<file path="src/core/vfx_map.vh">
`ifndef VFX_MAP_VH
`define VFX_MAP_VH
// APB byte offsets
`define VFX_OFF_CSR      12'h000
`define VFX_OFF_IRQ_STS  12'h004
`define VFX_OFF_IRQ_MSK  12'h008
`define VFX_OFF_LAST     12'h00C
// Control/status field positions: flags [5:0], masks [12:7], modes
`define VFX_FLAG_LSB     0
`define VFX_MASK_LSB     7
`define VFX_DAZ_BIT      6
`define VFX_FTZ_BIT      15
// Condition bit order inside a six-bit group
`define VFX_C_INV        0
`define VFX_C_DEN        1
`define VFX_C_DIVZ       2
`define VFX_C_OVF        3
`define VFX_C_UNF        4
`define VFX_C_PREC       5
// Writable bits of the control/status word, and its reset value
`define VFX_CSR_WMASK    32'h0000FFFF
`define VFX_CSR_RST      32'h00001F80
// Fault vector number
`define VFX_FAULT_VEC    8'h13
// Sticky event bits in the interrupt status register
`define VFX_EV_FAULT     0
`define VFX_EV_MASKED    1
`endif

</file>
<file path="src/core/vfx_lane_or.v">
`timescale 1ns/10ps
// Reduces per-lane condition bits to one set of flags
module vfx_lane_or #(
  parameter LANES = 4
) (
  input  wire [6*LANES-1:0] lane_cond_i,   // Six condition bits per lane
  input  wire [LANES-1:0]   lane_act_i,    // Lane carries a real sub-operation
  output reg  [5:0]         cond_o         // OR across active lanes
);
  integer k;

  // Lane identity is deliberately dropped; only the union survives
  always @* begin
    cond_o = 6'h00;
    for (k = 0; k < LANES; k = k + 1) begin
      if (lane_act_i[k]) begin
        cond_o = cond_o | lane_cond_i[6*k +: 6];
      end
    end
  end
endmodule

</file>
<file path="src/core/vfx_exc_unit.v">
// Notes on behaviour
// - Masked raised condition delivers the default result, no trap.
// - Masked condition: no outward signal, sticky flag set.
// - Unmasked raised condition raises the fault on vector 19, no result.
// - An already-set flag never faults; only fresh conditions do.
// - Faults are precise, taken on the excepting instruction itself.
// - No synchronisation step needed; reporting is immediate.
// - Unmasked overflow, underflow, inexact: computed result withheld.
// - Packed flags are the OR over lanes, lane not recorded.
// - Full IEEE 754 behaviour unless flush or denormal-zero mode.
// - Six conditions, each with its own mask bit.
// - Fault entry through interrupt gate clears interrupt-enable flag.
// - Invalid, divide, denormal pre-compute faults; rest post-compute traps.
//
// Design decisions made here: the register offsets and the APB register port.
`timescale 1ns/10ps
`include "vfx_map.vh"

module vfx_exc_unit #(
  parameter LANES = 4,
  parameter RW    = 64
) (
  input  wire               mclk_i,         // Core clock, 50 MHz
  input  wire               resetn_i,       // Async reset, active low
  // APB slave
  input  wire               psel_i,         // Slave select
  input  wire               penable_i,      // Access phase
  input  wire               pwrite_i,       // Write direction
  input  wire [11:0]        paddr_i,        // Byte address
  input  wire [31:0]        pwdata_i,       // Write data
  input  wire [3:0]         pstrb_i,        // Byte strobes
  output wire               pready_o,       // Always ready
  output reg  [31:0]        prdata_o,       // Read data
  output wire               pslverr_o,      // Unmapped address
  // Execution pipe
  input  wire               op_valid_i,     // One instruction completes this cycle
  input  wire               op_packed_i,    // Packed operation
  input  wire [LANES-1:0]   op_lane_act_i,  // Active lanes
  input  wire [6*LANES-1:0] pre_cond_i,     // Pre-compute conditions per lane
  input  wire [6*LANES-1:0] post_cond_i,    // Post-compute conditions per lane
  input  wire [RW-1:0]      op_result_i,    // Computed or default result
  input  wire               gate_is_intr_i, // Vector 19 gate is an interrupt gate
  output wire               daz_o,          // Denormal inputs as zero
  output wire               ftz_o,          // Flush tiny results to zero
  output wire               ieee_strict_o,  // Neither mode on
  output reg                wb_en_o,        // Write result to destination
  output reg  [RW-1:0]      wb_data_o,      // Result written
  output reg                fault_o,        // Fault pulse, precise
  output reg  [7:0]         fault_vec_o,    // Vector number with fault
  output reg                if_clear_o,     // Clear interrupt-enable flag
  output reg  [5:0]         fault_cond_o,   // Unmasked fresh conditions
  output wire               irq_o           // Level interrupt
);

  ////////////////////////////////////////////////////////////////////////////
  // Lane reduction

  wire [5:0] pre_or;
  wire [5:0] post_or;
  wire [LANES-1:0] act;

  // Scalar ops use lane 0 only
  assign act = op_packed_i ? op_lane_act_i : {{(LANES-1){1'b0}}, 1'b1};

  vfx_lane_or #(.LANES(LANES)) u_pre (
    .lane_cond_i (pre_cond_i),
    .lane_act_i  (act),
    .cond_o      (pre_or)
  );

  vfx_lane_or #(.LANES(LANES)) u_post (
    .lane_cond_i (post_cond_i),
    .lane_act_i  (act),
    .cond_o      (post_or)
  );

  ////////////////////////////////////////////////////////////////////////////
  // Condition classification

  reg  [31:0] csr_q;
  wire [5:0]  msk = csr_q[`VFX_MASK_LSB +: 6];
  wire [5:0]  pre_cls;
  wire [5:0]  post_cls;
  wire [5:0]  pre_unm;
  wire        pre_fault;
  wire [5:0]  raised;
  wire [5:0]  unm;
  wire        do_fault;

  // Only invalid, denormal, divide count before the arithmetic
  assign pre_cls = pre_or & 6'h07;
  // Overflow, underflow, inexact only after it
  assign post_cls = post_or & 6'h38;
  assign pre_unm = pre_cls & ~msk;
  assign pre_fault = |pre_unm;
  // A pre-compute fault stops the arithmetic, so no post conditions arise
  assign raised = op_valid_i ? (pre_fault ? pre_cls : (pre_cls | post_cls)) : 6'h00;
  // Only conditions raised by this instruction are looked at, never stored flags
  assign unm = raised & ~msk;
  assign do_fault = |unm;

  assign daz_o = csr_q[`VFX_DAZ_BIT];
  assign ftz_o = csr_q[`VFX_FTZ_BIT];
  // Core arithmetic keeps IEEE behaviour while this is high
  assign ieee_strict_o = ~daz_o & ~ftz_o;

  ////////////////////////////////////////////////////////////////////////////
  // Result and fault delivery, registered one cycle after the instruction retires

  // Registered so fault and writeback line up with the instruction's slot
  always @(posedge mclk_i or negedge resetn_i) begin
    if (!resetn_i) begin
      wb_en_o      <= 1'b0;
      wb_data_o    <= {RW{1'b0}};
      fault_o      <= 1'b0;
      fault_vec_o  <= 8'h00;
      if_clear_o   <= 1'b0;
      fault_cond_o <= 6'h00;
    end else begin
      // Masked or clean: op_result_i, default or computed, is written back
      wb_en_o <= op_valid_i & ~do_fault;
      if (op_valid_i & ~do_fault) begin
        wb_data_o <= op_result_i;
      end
      // Fault raised for this instruction, never held over
      fault_o      <= do_fault;
      fault_vec_o  <= do_fault ? `VFX_FAULT_VEC : 8'h00;
      if_clear_o   <= do_fault & gate_is_intr_i;
      fault_cond_o <= unm;
    end
  end

  ////////////////////////////////////////////////////////////////////////////
  // APB decode

  wire       acc  = psel_i & penable_i;
  wire       wr   = acc & pwrite_i;
  wire       rd   = acc & ~pwrite_i;
  wire       hit_csr = (paddr_i == `VFX_OFF_CSR);
  wire       hit_sts = (paddr_i == `VFX_OFF_IRQ_STS);
  wire       hit_msk = (paddr_i == `VFX_OFF_IRQ_MSK);
  wire       hit_lst = (paddr_i == `VFX_OFF_LAST);
  wire       mapped  = hit_csr | hit_sts | hit_msk | hit_lst;
  wire [31:0] bmask  = {{8{pstrb_i[3]}}, {8{pstrb_i[2]}},
                        {8{pstrb_i[1]}}, {8{pstrb_i[0]}}};

  // Zero wait states keeps the pipe free of bus stalls
  assign pready_o  = 1'b1;
  assign pslverr_o = acc & ~mapped;

  ////////////////////////////////////////////////////////////////////////////
  // Control/status word

  reg [31:0] csr_d;

  // Hardware only sets flags; a software write may clear them
  always @* begin
    csr_d = csr_q;
    if (wr & hit_csr) begin
      csr_d = (csr_q & ~(bmask & `VFX_CSR_WMASK)) |
              (pwdata_i & bmask & `VFX_CSR_WMASK);
    end
    // Set wins over a same-cycle clear; masked and unmasked both flag
    csr_d[`VFX_FLAG_LSB +: 6] = csr_d[`VFX_FLAG_LSB +: 6] | raised;
  end

  always @(posedge mclk_i or negedge resetn_i) begin
    if (!resetn_i) begin
      csr_q <= `VFX_CSR_RST;
    end else begin
      csr_q <= csr_d;
    end
  end

  ////////////////////////////////////////////////////////////////////////////
  // Interrupt status, mask and last-fault capture

  reg  [1:0] sts_q;
  reg  [1:0] imsk_q;
  reg  [5:0] last_q;
  wire [1:0] ev;

  // Masked conditions raise no event on their own
  assign ev[`VFX_EV_FAULT]  = do_fault;
  assign ev[`VFX_EV_MASKED] = 1'b0;

  // Read clears only the bits it reported, so an event after setup survives
  always @(posedge mclk_i or negedge resetn_i) begin
    if (!resetn_i) begin
      sts_q  <= 2'h0;
      imsk_q <= 2'h0;
      last_q <= 6'h00;
    end else begin
      sts_q <= ((rd & hit_sts) ? (sts_q & ~prdata_o[1:0]) : sts_q) | ev;
      if (wr & hit_msk & pstrb_i[0]) begin
        imsk_q <= pwdata_i[1:0];
      end
      if (do_fault) begin
        last_q <= unm;
      end
    end
  end

  assign irq_o = |(sts_q & imsk_q);

  ////////////////////////////////////////////////////////////////////////////
  // Read data, registered in the setup cycle so it stands at the access edge
  // with zero wait states; the snapshot is one cycle older than the access

  always @(posedge mclk_i or negedge resetn_i) begin
    if (!resetn_i) begin
      prdata_o <= 32'h00000000;
    end else if (psel_i & ~penable_i & ~pwrite_i) begin
      if (hit_csr) begin
        prdata_o <= csr_q;
      end else if (hit_sts) begin
        prdata_o <= {30'h00000000, sts_q};
      end else if (hit_msk) begin
        prdata_o <= {30'h00000000, imsk_q};
      end else if (hit_lst) begin
        prdata_o <= {26'h0000000, last_q};
      end else begin
        prdata_o <= 32'h00000000;
      end
    end
  end

endmodule

</file>
<file path="config.mk">
export PLATFORM = sky130hd
export DESIGN_NAME = vfx_exc_unit
export DESIGN_NICKNAME = d
export VERILOG_FILES = /design/src/core/vfx_lane_or.v /design/src/core/vfx_exc_unit.v
export VERILOG_INCLUDE_DIRS = /design/src /design/src/core
export SDC_FILE = /design/constraint.sdc
export NUM_CORES = 1
export LEC_CHECK = 0
export ABC_CLOCK_PERIOD_IN_PS = 2680
export BUFFER_PORTS_ARGS = -buffer_cell sky130_fd_sc_hd__buf_2
export CORE_AREA = 2 2 113 115
export CTS_BUF_LIST = sky130_fd_sc_hd__clkbuf_2 sky130_fd_sc_hd__clkbuf_4 sky130_fd_sc_hd__clkbuf_8
export DETAILED_ROUTE_END_ITERATION = 8
export DIE_AREA = 0 0 115 117
export GPL_TIMING_DRIVEN = 0
export PLACE_DENSITY = 0.78
export SETUP_SLACK_MARGIN = 0.15
export SYNTH_ARGS = -nofsm -noshare
export SYNTH_HDL_FRONTEND = slang
export SYNTH_SLANG_ARGS = --single-unit
</file>
<file path="constraint.sdc">
create_clock -name mclk_i -period 2.68 [get_ports mclk_i]
set_clock_uncertainty 0.1 [all_clocks]
set_input_delay 0.268 -clock mclk_i [delete_from_list [all_inputs] [get_ports mclk_i]]
set_output_delay 0.268 -clock mclk_i [all_outputs]
set_load 0.05 [all_outputs]
</file>
### Word level (Yosys, flattened, before mapping)

Index checks and enable logic that the tools add are counted.

* equality and inequality tests: 3
* mux-type cells: 18
* bitwise operators: 41
* reductions and logical operators: 4

Operator list (count)
* $mux 32: 2
* $mux 6: 9
* $and 32x32->32: 1
* $not 16->32: 1
* $or 32x16->32: 1
* $eq 12x4->1 const B: 2
* $or 6x6->6: 4
* $and 16x16->16: 1
* $and 1x1->1: 13
* $eq 12x3->1 const B: 1
* $logic_not 12->1: 1
* $mux 3: 4
* $reduce_or 6->1: 2
* $or 3x3->3: 3
* $and 3x6->6: 1
* $and 6x6->6: 1
* $not 1->1: 6
* $not 6->6: 1
* $or 3x6->6: 1
* $mux 5: 1
* $and 2x2->2: 2
* $mux 4: 1
* $or 1x1->1: 3
* $mux 2: 1
* other kinds (3): 3

* register bits after elaboration: 152
* logic and storage cells: 78

### Longest topological paths before layout

Gate-level depths: netlist (run 1).

* depth in word-level cells: 16
* gate-level depth with buffers: 8
* gate-level depth less buffers: 5

### By module

From an unflattened synthesis (run 1), not the netlist that was laid out.

* cell total of the unflattened synthesis: 369
* area total of the unflattened synthesis: 4939.7 um^2

By module, submodules not included
* vfx_exc_unit: instances 1, cells an instance 333, area an instance 4714.5 um^2
* vfx_lane_or: instances 2, cells an instance 18, area an instance 112.6 um^2

### Worst setup path after synthesis (run 1)

Ideal clock, no wire load.

* path kind: register -> register
* from: reg with a tool-made name
* to: reg wb_data_o[0]
* arrival time: 1934 ps
* required time: 2455 ps
* setup slack: 521 ps
* cell stages (with the launch flop): 8
* buffers on the path: 2
* cells stage by stage: dfstp_2 > nand4b_1 > o221ai_1 > nor4_4 > nand2_1 > buf_6 > buf_6 > mux2_4

RTL lines
* to (signal assigned): RTL line vfx_exc_unit.v:114 `wb_data_o <= {RW{1'b0}};`
* to (signal assigned): RTL line vfx_exc_unit.v:123 `wb_data_o <= op_result_i;`
* to (decl): RTL line vfx_exc_unit.v:47 `output reg [RW-1:0] wb_data_o,`

==> results of run 1 <==
==> path summary, 6_finish.rpt <==
kind                                          start                         end
hold reg to reg            prdata_o[11]$_DFFE_PN0P_    prdata_o[11]$_DFFE_PN0P_
setup reg to reg                           register    wb_data_o[3]$_DFFE_PN0P_
hold / removal                           op_valid_i          csr_q[1]$_DFF_PN0_
min in group asynchronous                  resetn_i   wb_data_o[18]$_DFFE_PN0P_
setup / recovery                           register    wb_data_o[3]$_DFFE_PN0P_
max in group asynchronous                  resetn_i  asynchronous set/reset pin
==> registers in the layout (all words and copies together), names as in the netlist, named ones only <==
signal        flops
wb_en_o           1
sts_q             2
imsk_q            2
wb_data_o        64
last_q            6
if_clear_o        1
fault_cond_o      6
prdata_o         16
csr_q             6
fault_vec_o       1
==> through the flow <==
stage / hold WS [ns] / util, % / TNS, ns
2_1_floorplan: -0.128 / - / 0
3_3_place_gp: 0.352 / 53.3 / -1.36
3_5_place_dp: 0.296 / 53.5 / 0
4_1_cts: 0.000370 / 63.6 / 0
5_1_grt: 0.0178 / 63.7 / 0
6_report: 0.0281 / 63.7 / 0
==> worst register-to-register path, delay by kind of cell (launching register included) <==
family / cells / cell delay, ns
DFF: 1 / 0.56
muxes: 1 / 0.31
and+or+nand+nor: 3 / 0.68
AOI/OAI and AO/OA: 1 / 0.25
buffers and inverters: 2 / 0.38
==> synthesized netlist by cell type, drive strengths merged <==
| cell | n | area [sq um] |
|---|---|---|
| mux2 | 73 | 1010 |
| a221o | 1 | 10.0 |
| o22ai | 1 | 6.26 |
| and4 | 1 | 8.76 |
| nor4 | 3 | 33.8 |
| o21ai | 4 | 20.0 |
| mux4 | 2 | 45.0 |
| a21oi | 2 | 10.0 |
| dfrtp | 109 | 2730 |
| a21o | 3 | 22.5 |
| mux2i | 5 | 50.1 |
| buf | 35 | 278 |
| nand3 | 13 | 65.1 |
| a211o | 1 | 8.76 |
| o221ai | 3 | 26.3 |
| and2b | 1 | 7.51 |
| nand2 | 48 | 180 |
| a22o | 4 | 35.0 |
| a21boi | 2 | 15.0 |
| clkbuf | 6 | 22.5 |
| a22oi | 4 | 30.0 |
| nor3 | 2 | 10.0 |
| and3 | 8 | 50.1 |
| nand2b | 7 | 43.8 |
| nor2b | 1 | 6.26 |
| o21bai | 2 | 15.0 |
| conb | 2 | 7.51 |
| a221oi | 4 | 35.0 |
| dfstp | 6 | 158 |
| nor2 | 16 | 60.1 |
| inv | 9 | 33.8 |
| nand4b | 4 | 35.0 |
| a222oi | 4 | 40.0 |
| o2bb2ai | 3 | 26.3 |
| and2 | 7 | 43.8 |
==> logic make-up after synthesis <==
logic type,share of synthesized area [%]
buffers and inverters,6.46
multiplexers,21.3
other,0.145
flip-flops,55.8
AO/OA/AOI/OAI,5.81
AND/OR/NAND/NOR,10.5
==> power groups by stage <==
stage	registers, W	clock network [W]	logic (W)
detailed placement	0.00235	0	0.00256
global route	0.00237	0.00181	0.00279
CTS	0.00232	0.00172	0.00267
floorplan	0.00358	0	0.000667
global placement	0.00231	0	0.00253
finish	0.00232	0.00168	0.00268
==> layout make-up <==
class	count	area [sq um]	area share, %
plain buffers	41	300	3.83
clock buffers	22	284	3.62
clock inverters	10	131	1.67
inverters	9	33.8	0.430
multi-input cells	251	2030	25.9
flip-flops and latches	115	2890	36.8
well taps	150	188	2.39
repair buffers	310	1990	25.4
==> layer usage <==
layer	track usage [%]	share of wire, %	vias up
met1	24.3	38	2081
li1	-	-	2042
met4	9.96	3.0	0
met5	0	0	-
met3	7.21	6.7	31
met2	39.4	52	217
==> what timing repair did <==
item	CTS	global route
endpoints found under the setup margin	0	49
gates resized for setup	0	1
setup buffers	0	2
hold buffers	82	0
endpoints found under the hold margin	140	0
==> summary by stage, run 1 <==
Critical path
The critical path depth is 7. The kind of cell adding the most delay to the critical path is simple AND/OR/NAND/NOR gates. Across all register-to-register paths, the minimum setup slack is 0.29 ns. The delay contributed by the slowest stage of the critical path is ~0.56 ns.

The cell with the largest stage delay on the worst path is sky130_fd_sc_hd__dfstp_2. The most numerous cell on the critical path is sky130_fd_sc_hd__buf_6. The count of cells along the worst register-to-register path is 7. Data on the critical path is required at its endpoint by 2.88 ns.

Data on the critical path arrives at its endpoint at 2.59 ns. The type of element launching the critical path is a register. The critical path buffer and inverter count is 2. In this run the worst path has a maximum fanout of 10. The type of the worst setup path is reg2reg. Traced cell by cell, the critical path runs through nand2b_1, o221ai_1, nor4_4, nand2_1, buf_6, buf_6, mux2_4. The kind of capture point of the worst setup path is a register.

Finish
The area added between synthesis and finish is 51.7%. Of the cells placed in the final design, the portion with a size suffix greater than 1 is 49.9%. For this run, the post-layout net count is slightly above 900.

In the layout the commonest cells are 227 x sky130_fd_sc_hd__buf_2, 109 x sky130_fd_sc_hd__dfrtp_1, 82 x sky130_fd_sc_hd__dlygate4sd3_1, 49 x sky130_fd_sc_hd__mux2_4, 48 x sky130_fd_sc_hd__nand2_1. The count of antenna diodes in the layout is 0. The library cell used most frequently in the layout, excluding fill and tap cells, is sky130_fd_sc_hd__buf_2. The final standard cell area without fillers is 7850 sq um. The number of filler instances in the final layout is 920. The final cell count without fillers is ~900.

STA
The final-report max-slew violation count is 0. The maximum clock frequency is 419 MHz. The final-report hold violation count came to 0. Across all setup checks in the final design, the least slack found is 0.293 ns. Of the available clock period, the critical path in the final layout requires between 80% and 90%. Setup violations remaining at the end of the flow were counted as 0. The remaining max-slew budget at the tightest pin is 48.6%. For the pin with the worst max-slew slack, the measured transition is 0.771 ns.

Setup repair after global routing left no endpoint under its margin. The final critical path time including I/O delays and setup is 2.39 ns.

Place
The cell count after placement is 792. OpenSTA, run right after detailed placement, puts the worst setup slack at 0.0826 ns. The global placement routability congestion is 0.876. Detailed placement finished with a half-perimeter wire length of 10,100 um. The placed standard-cell area is approximately 6600 sq um. The count of input and output buffers is about 230.

Synth
The netlist area before placement is just over 5000 sq um. The register bit count reported by yosys is 115. Synthesis handed over a netlist of 396 instances. The count of different cell masters after synthesis is 39.

The count of yosys warnings during synthesis is 0. The mean instance size in the synthesized netlist is 13.1 sq um. Of the synthesized area, sequential elements account for 55.8%.

CTS
The number of clock buffers added by TritonCTS is 17. The CTS tree is done. The H-tree level count is 4. Clock-pin slew was measured on the worst setup and hold paths at 0.06 ns. The longest clock path from root to sink contains 2 buffers.

In this run the clock root is driven by a sky130_fd_sc_hd__clkbuf_8. The number of clock sinks is 115. The insertion delay to the later sink of the worst-skew pair is 0.43 ns.

Detailed routing
For this block, the initial DRC count from the detailed router was between 200 and 300. The average vias per placed instance is around 4.8. For this block, the via count after detailed routing is 4,371.

The number of detailed-route iterations in the first pass is 4. In the routed design, unresolved DRC markers number 0. The routed length per placed instance is 16.7 um. The routed design has between 15,000 and 20,000 um of wire. The post-detailed-route count of antenna-violating nets is 0.

Floorplanning
Measured along the x axis, the die boundary spans roughly 120 um. The effective utilization at floorplan is a little over two fifths. The number of top-level design ports is 291.

The full die area is 13,500 sq um. The placeable core region is between 10,000 and 15,000 sq um. The die extent in y is 117 um. Row generation in the floorplan step produced 41 rows.

Power
The internal portion of the total power is around 0.0040 W. The worst-case IR drop observed on VDD is ~0.50 mV. For this design the total switching power over the nets is between 0.002 and 0.003 W.

The overall power after layout is 0.00668 W. The clock network accounts for 25.1% of the total power. The total power divided by cell area is 851 nW/um^2. The sequential cell fraction of total power is 34.8%. The power share of the combinational group is between 40% and 50%. In this run the static leakage power is 4.25 nW.

The switching share of power is 40.6%.

Global routing
The number of global-route vias before repair is around 4,600. The initial antenna violation count is 0. The total grt overflow is 0.

The total routing usage reported by global routing is 22.2%. The largest net degree at the start of global routing is slightly below 60. The first-pass GRT wire length is 22,700 um.

Min path
The tightest min-delay check is of the in2reg type. The number of stages on the worst hold path is 3.

Run status
The flow ran to the end, and the final reports show no timing, DRC or antenna violations.

Job
The number of max-capacitance violations reported is 0.
(Power assumes the default switching activity.)
==> inputs of run 2 (changes only) <==
- GPL_TIMING_DRIVEN: 0 -> not set
==> run 2 against run 1 <==
Effect of this change: cell count fell by 3.5%; global-route usage fell by 1.0 points; fmax rose by 5.3%; die area did not move; cell area fell by 2.3%; via count fell by 2.1%.
==> summary by stage, run 2 (synthesized netlist as in run 1, its figures left out) <==
CTS
The tree is rooted in a sky130_fd_sc_hd__clkbuf_8. The clock transition at the registers of the reported paths is 0.07 ns (about the same). The maximum buffer depth of the clock tree is 2 (unchanged). The number of clock sinks is 115 (unchanged). The setup fix buffers added after clock tree synthesis was 0 (unchanged). The H-tree level count is 4 (unchanged). The number of buffers inserted during clock tree synthesis is 17 (unchanged). The insertion delay to the later sink of the worst-skew pair is 0.43 ns (about the same).

TritonCTS built the clock tree.

Critical path
The cell with the largest stage delay on the worst path is sky130_fd_sc_hd__dfstp_2. The type of element launching the critical path is a register. The count of cells along the worst register-to-register path is 6 (-1).

The delay contributed by the slowest stage of the critical path is 0.57 ns (about the same). The critical path depth is 6 (-1). The critical path data required time is 2.89 ns (about the same).

The maximum fanout along the worst path is 53 (+43). STA classifies the critical path endpoint as a register. The data arrival time of the critical path is 2.47 ns (-0.12 ns). In this design, the largest share of critical-path delay is due to simple AND/OR/NAND/NOR gates. The setup path with the least slack is of type reg2reg. Walking the worst path, the cells encountered are nand2b_1, o221ai_1, nor4_4, nand2_4, buf_12, mux2_4.

The critical path buffer and inverter count is 1 (-1).

Min path
The class of the worst hold path is in2reg. The number of stages on the worst hold path was 3 (unchanged).

Place
The global placement routability congestion came to 0.878 (+0.32%). The count of input and output buffers was 226 (+0.44%). The sum of net half-perimeters after detailed placement is 9460 um (-6.5%).

Run status
The flow ran to the end, and the final reports show no timing, DRC or antenna violations.

Finish
Ranked by flip-flop count, first place goes to wb_data_o. The top cell types in the final layout, fill and taps aside, are 225 x sky130_fd_sc_hd__buf_2, 109 x sky130_fd_sc_hd__dfrtp_1, 84 x sky130_fd_sc_hd__dlygate4sd3_1, 49 x sky130_fd_sc_hd__mux2_4, 47 x sky130_fd_sc_hd__nand2_1. The number of filler instances in the final layout is 930 (+1.1%). The layout cell share with drive strength beyond 1 is 48.2% (-1.7 points). The count of antenna diodes in the layout is 0 (unchanged). The area added between synthesis and finish is 48.3%. The number of flip-flops under the largest register name is 64 (unchanged). The fraction of the core area covered by cells at the end of the flow is 62.3% (-1.5 points). The most common cell after layout, fill and taps aside is sky130_fd_sc_hd__buf_2. The largest registers in the layout are wb_data_o x64, prdata_o x16. The final net count is 885 (-3.5%).

STA
The final-report hold violation count came to 0 (unchanged). The final sum of negative setup slack is 0 ns (unchanged). The final cycle utilization of the critical path is 84.6% (-4.5 points). Setup repair after global routing left no endpoint under its margin. The final-report max-slew violation count is 0 (unchanged). The final critical path time including I/O delays and setup is 2.27 ns (-0.119 ns). The remaining max-slew budget at the tightest pin is 50.1% (+1.5 points). The final count of negative-setup-slack endpoints is 0 (unchanged). The maximum clock frequency was 441 MHz (+5.3%). The transition time of the tightest slew-check pin is 0.749 ns (-0.0226 ns).

The tightest hold margin was 0.0653 ns (+0.0371 ns).

Floorplanning
The number of cell rows came to 41 (unchanged). The die extent in y is 117 um (unchanged). The effective utilization at floorplan is 42.0% (unchanged). The placeable core region was 12,300 sq um (unchanged).

The number of top-level design ports is 291 (unchanged). The full die area is 13,500 sq um (unchanged). The die boundary width is 115 um (unchanged).

Job
The number of max-capacitance violations reported is 0 (unchanged).

Detailed routing
The average vias per placed instance is 4.89 (+1.5%). The wire length after detailed routing is 14,200 um (-6.4%). The number of detailed-route iterations in the first pass is 4 (unchanged). The routed length per placed instance is 16.2 um (-3.0%).

The detailed router's first-iteration violation count is 284 (+0.35%). The post-detailed-route count of antenna-violating nets is 0 (unchanged). The via count is 4,281 (-2.1%). The final routed DRC violation total is 0 (unchanged).

Global routing
The largest net degree at the start of global routing is 61 (+3.4%). The total grt overflow was 0 (unchanged). The total routing usage reported by global routing is 21.1% (-1.0 points). The number of global-route vias before repair came to 4,350 (-5.0%). The initial antenna violation count came to 0 (unchanged). The first-pass GRT wire length is 21,700 um (-4.5%).

Power
The maximum VDD drop was 0.490 mV (-2.3%). The leakage dissipation is 4.11 nW (-3.4%). The total power divided by cell area was 882 nW/um^2 (+3.6%).
## run 2: per-layer routing
metal	GRT usage, %	wire length (um)	up-vias
met5	0	0	-
met4	7.31	195	0
met3	5.77	1020	20
met2	38.0	7360	201
met1	24.3	5620	2086
li1	-	-	1974
## run 2: power by group
group	switching, W	internal, W
logic	0.00180	0.000833
clock network	0.000675	0.00114
registers	0.000206	0.00211
## run 2: final timing paths
path,slack [ns],end,startpoint
max,0.41,wb_data_o[8]$_DFFE_PN0P_,register
min,0.07,csr_q[2]$_DFF_PN0_,op_valid_i
max reg2reg,0.41,wb_data_o[8]$_DFFE_PN0P_,register
min reg2reg,0.36,prdata_o[12]$_DFFE_PN0P_,prdata_o[12]$_DFFE_PN0P_
max in group asynchronous,1.33,asynchronous set/reset pin,resetn_i
min in group asynchronous,0.39,wb_data_o[21]$_DFFE_PN0P_,resetn_i
## run 2: what timing repair did
action	in CTS	in global routing
hold endpoints to repair	140	0
hold buffers	84	0
gates resized for setup	0	0
## run 2: cell type report
type,instances,area [sq um],share of cell area [%]
tap,150,188,2.45
sequential,115,2890,37.6
clock buffer,24,312,4.06
inverter,9,33.8,0.440
clock inverter,8,149,1.94
multi-input combinational,251,2040,26.5
timing repair buffer,319,2070,26.9
## run 2: stage by stage
stage | cells | area, sq um | setup slack (ns) | power, W
2_1_floorplan | 416 | 5250 | 0.521 | 0.00425
3_3_place_gp | 760 | 6370 | 0.271 | 0.00480
3_5_place_dp | 760 | 6370 | 0.241 | 0.00486
4_1_cts | 876 | 7670 | 0.389 | 0.00681
5_1_grt | 876 | 7670 | 0.294 | 0.00706
6_report | 876 | 7670 | 0.413 | 0.00677
## run 2: worst reg2reg max path: cells and delay by family (launching register included)
kind                   cells  cell delay, ns
buffers and inverters      1            0.24
AND/OR/NAND/NOR            3            0.61
AO/OA/AOI/OAI              1            0.26
flip-flops                 1            0.57
multiplexers               1            0.36
==> inputs of run 3 (changes only) <==
- ABC_CLOCK_PERIOD_IN_PS: 2680 -> 2310
- clock period: 2.68 -> 2.31 ns (I/O delays scaled with it)
==> run 3 against run 2 <==
Effect of this change: sequential share of layout area shrank 1.0 points; first-iteration DRC count fell by 18%; combinational power rose by 17%; power increased by 11%; sequential cell count is the same; cell area up 2.8%; critical path type unchanged; cell count up 1.8%; core utilization is 1.8 points higher; hold slack better by 0.0066 ns; fmax rose by 7.4%; sequential power rose by 16%; clock power down 3%.
==> summary by stage, run 3 (synthesized netlist as in run 1, its figures left out) <==
Run status
The flow ran to the end, and the final reports show no timing, DRC or antenna violations.

Floorplanning
The effective utilization at floorplan is 42.0% (unchanged). The placeable core region is 12,300 sq um (unchanged). The full die area is 13,500 sq um (unchanged). The number of top-level design ports came to 291 (unchanged). The die boundary width came to 115 um (unchanged). The die extent in y is 117 um (unchanged). The number of cell rows is 41 (unchanged).

Finish
The area added between synthesis and finish is 52.5%. The number of flip-flops under the largest register name was 64 (unchanged). In the final layout, the registers with the most flip-flops are wb_data_o x64, prdata_o x16. The final standard cell area without fillers is 7890 sq um (+2.8%). The layout cell share with drive strength beyond 1 is 50.0% (+1.8 points).

The most common cell after layout, fill and taps aside is sky130_fd_sc_hd__buf_2. The count of antenna diodes in the layout is 0 (unchanged). The final net count was 902 (+1.9%). The fraction of the core area covered by cells at the end of the flow is 64.1% (+1.8 points).

The most flop-heavy register is wb_data_o. The library cells used most frequently in the layout, excluding fill and tap cells, are 225 x sky130_fd_sc_hd__buf_2, 109 x sky130_fd_sc_hd__dfrtp_1, 85 x sky130_fd_sc_hd__dlygate4sd3_1, 49 x sky130_fd_sc_hd__mux2_4, 47 x sky130_fd_sc_hd__nand2_1.

CTS
The root buffer selected by CTS is sky130_fd_sc_hd__clkbuf_8. The number of clock sinks is 115 (unchanged). The insertion delay to the later sink of the worst-skew pair was 0.42 ns (about the same). The H-tree level count came to 4 (unchanged). The maximum buffer depth of the clock tree is 2 (unchanged). The number of buffers inserted during clock tree synthesis was 17 (unchanged). TritonCTS built the clock tree. The clock transition at the registers of the reported paths is 0.06 ns (about the same).

Critical path
The maximum fanout along the worst path came to 9 (-83%). The critical path buffer and inverter count is 2 (+1). The termination of the worst setup path is wb_data_o[31]$_DFFE_PN0P_. The cell with the largest stage delay on the worst path is sky130_fd_sc_hd__dfstp_2.

Traced cell by cell, the critical path runs through nand4b_1, o221ai_4, nor4_4, nand2_4, buf_12, clkbuf_16, mux2_4. The data arrival time of the critical path is 2.32 ns (-0.15 ns). The critical path depth is 7 (+1). The delay contributed by the slowest stage of the critical path is 0.57 ns (about the same). The kind of cell adding the most delay to the critical path is flip-flops. The worst setup path is captured at a register. The type of element launching the critical path is a register. The worst-case register-to-register setup slack was 0.20 ns (-0.21 ns).

The endpoint identified for the worst register-to-register timing path is wb_data_o[31]$_DFFE_PN0P_. The critical path data required time is 2.52 ns (-0.37 ns). The type of the worst setup path is reg2reg.

The count of cells along the worst register-to-register path came to 7 (+1).

Global routing
The number of global-route vias before repair is 4,436 (+2.0%). The total routing usage reported by global routing is 20.9% (-0.19 points). The initial antenna violation count is 0 (unchanged).

The total grt overflow came to 0 (unchanged). The largest net degree at the start of global routing is 45 (-26%). The first-pass GRT wire length is 21,400 um (-1.3%).

STA
The final sum of negative setup slack is 0 ns (unchanged). The final-report hold violation count came to 0 (unchanged). The tightest hold margin was 0.0718 ns (+0.00655 ns). The maximum clock frequency is 474 MHz (+7.4%).

The remaining max-slew budget at the tightest pin is 58.1% (+8.0 points). Setup repair after global routing could not meet its margin everywhere. The final-report max-slew violation count came to 0 (unchanged). The transition time of the tightest slew-check pin came to 0.628 ns (-0.121 ns). The final count of negative-setup-slack endpoints came to 0 (unchanged).

The worst setup margin is 0.199 ns (-0.214 ns). The final cycle utilization of the critical path came to 91.4% (+6.8 points). The final critical path time including I/O delays and setup is 2.11 ns (-0.156 ns).

Detailed routing
The routed length per placed instance is 16.3 um (+0.80%). The average vias per placed instance is 4.89 (about the same). The via count is 4,361 (+1.9%). The wire length after detailed routing is 14,600 um (+2.6%). The detailed router's first-iteration violation count is 232 (-18%).

The final routed DRC violation total is 0 (unchanged). The number of detailed-route iterations in the first pass is 4 (unchanged). The post-detailed-route count of antenna-violating nets is 0 (unchanged).

Power
The leakage dissipation is 4.21 nW (+2.6%). The total power divided by cell area was 956 nW/um^2 (+8.4%). The maximum VDD drop came to 0.540 mV (+10%).

Job
The number of max-capacitance violations reported was 0 (unchanged).

Min path
The startpoint identified for the worst hold timing path is pre_cond_i[1]. The class of the worst hold path is in2reg.

Place
The worst slack at placement is 0.0460 ns (-0.195 ns). The placed standard-cell area is 6430 sq um (+0.90%). The count of input and output buffers is 226 (unchanged). The global placement routability congestion came to 0.869 (-1.1%).

The sum of net half-perimeters after detailed placement is 9590 um (+1.3%).
[run 3: changes by cell type in the layout (fill, tap and decap cells not counted), moves of 3 or more]
cell,before,now
sky130_fd_sc_hd__o221ai_1,3,0
sky130_fd_sc_hd__clkbuf_8,21,17
sky130_fd_sc_hd__clkinv_2,1,4
sky130_fd_sc_hd__clkbuf_16,0,3
sky130_fd_sc_hd__buf_4,8,15
[run 3: per-layer routing]
metal	GRT usage, %	routed length [um]
met1	23.8	5670
met5	0	0
met2	36.7	7500
met3	7.00	1040
met4	8.03	364
[run 3: final cells by class]
class / instances / area (sq um)
Clock inverter: 10 / 111
Sequential cell: 115 / 2890
Clock buffer: 21 / 264
Fill cell: 930 / 4430
Inverter: 9 / 33.8
Multi-Input combinational cell: 251 / 2090
Tap cell: 150 / 188
Timing Repair Buffer: 336 / 2320
[run 3: worst min-delay path by stage]
stage,end,slack (ns),depth (start not counted)
floorplan,asynchronous set/reset pin,-0.16,0
finish,csr_q[1]$_DFF_PN0_,0.07,4
global placement,wb_data_o[17]$_DFFE_PN0P_,0.009,1
detailed placement,wb_data_o[24]$_DFFE_PN0P_,0.02,1
CTS,csr_q[1]$_DFF_PN0_,0.04,4
global route,csr_q[1]$_DFF_PN0_,0.07,4
[run 3: worst reg2reg max path: stages (launching register included)]
cell                        delay (ns)
sky130_fd_sc_hd__dfstp_2          0.57
sky130_fd_sc_hd__nand4b_1         0.16
sky130_fd_sc_hd__o221ai_4         0.14
sky130_fd_sc_hd__nor4_4           0.31
sky130_fd_sc_hd__nand2_4          0.08
sky130_fd_sc_hd__buf_12           0.17
sky130_fd_sc_hd__clkbuf_16        0.18
sky130_fd_sc_hd__mux2_4           0.30
[run 3: stage by stage]
| step | power [W] | instances |
|---|---|---|
| 6_report | 0.00754 | 892 |
| 4_1_cts | 0.00757 | 883 |
| 3_3_place_gp | 0.00558 | 766 |
| 3_5_place_dp | 0.00563 | 766 |
| 2_1_floorplan | 0.00493 | 416 |
| 5_1_grt | 0.00787 | 892 |
[run 3: what timing repair did]
action	CTS	global route
endpoints found under the hold margin	192	0
cloned	1	5
endpoints found under the setup margin	39	66
gates resized for setup	5	6
pin swaps	2	2
hold buffers	85	0
buffers inserted	0	4
[run 3: where the power goes]
group / total, W / switching [W] / internal (W)
logic: 0.00309 / 0.00209 / 0.000999
clock network: 0.00176 / 0.000773 / 0.000991
registers: 0.00269 / 0.000238 / 0.00245
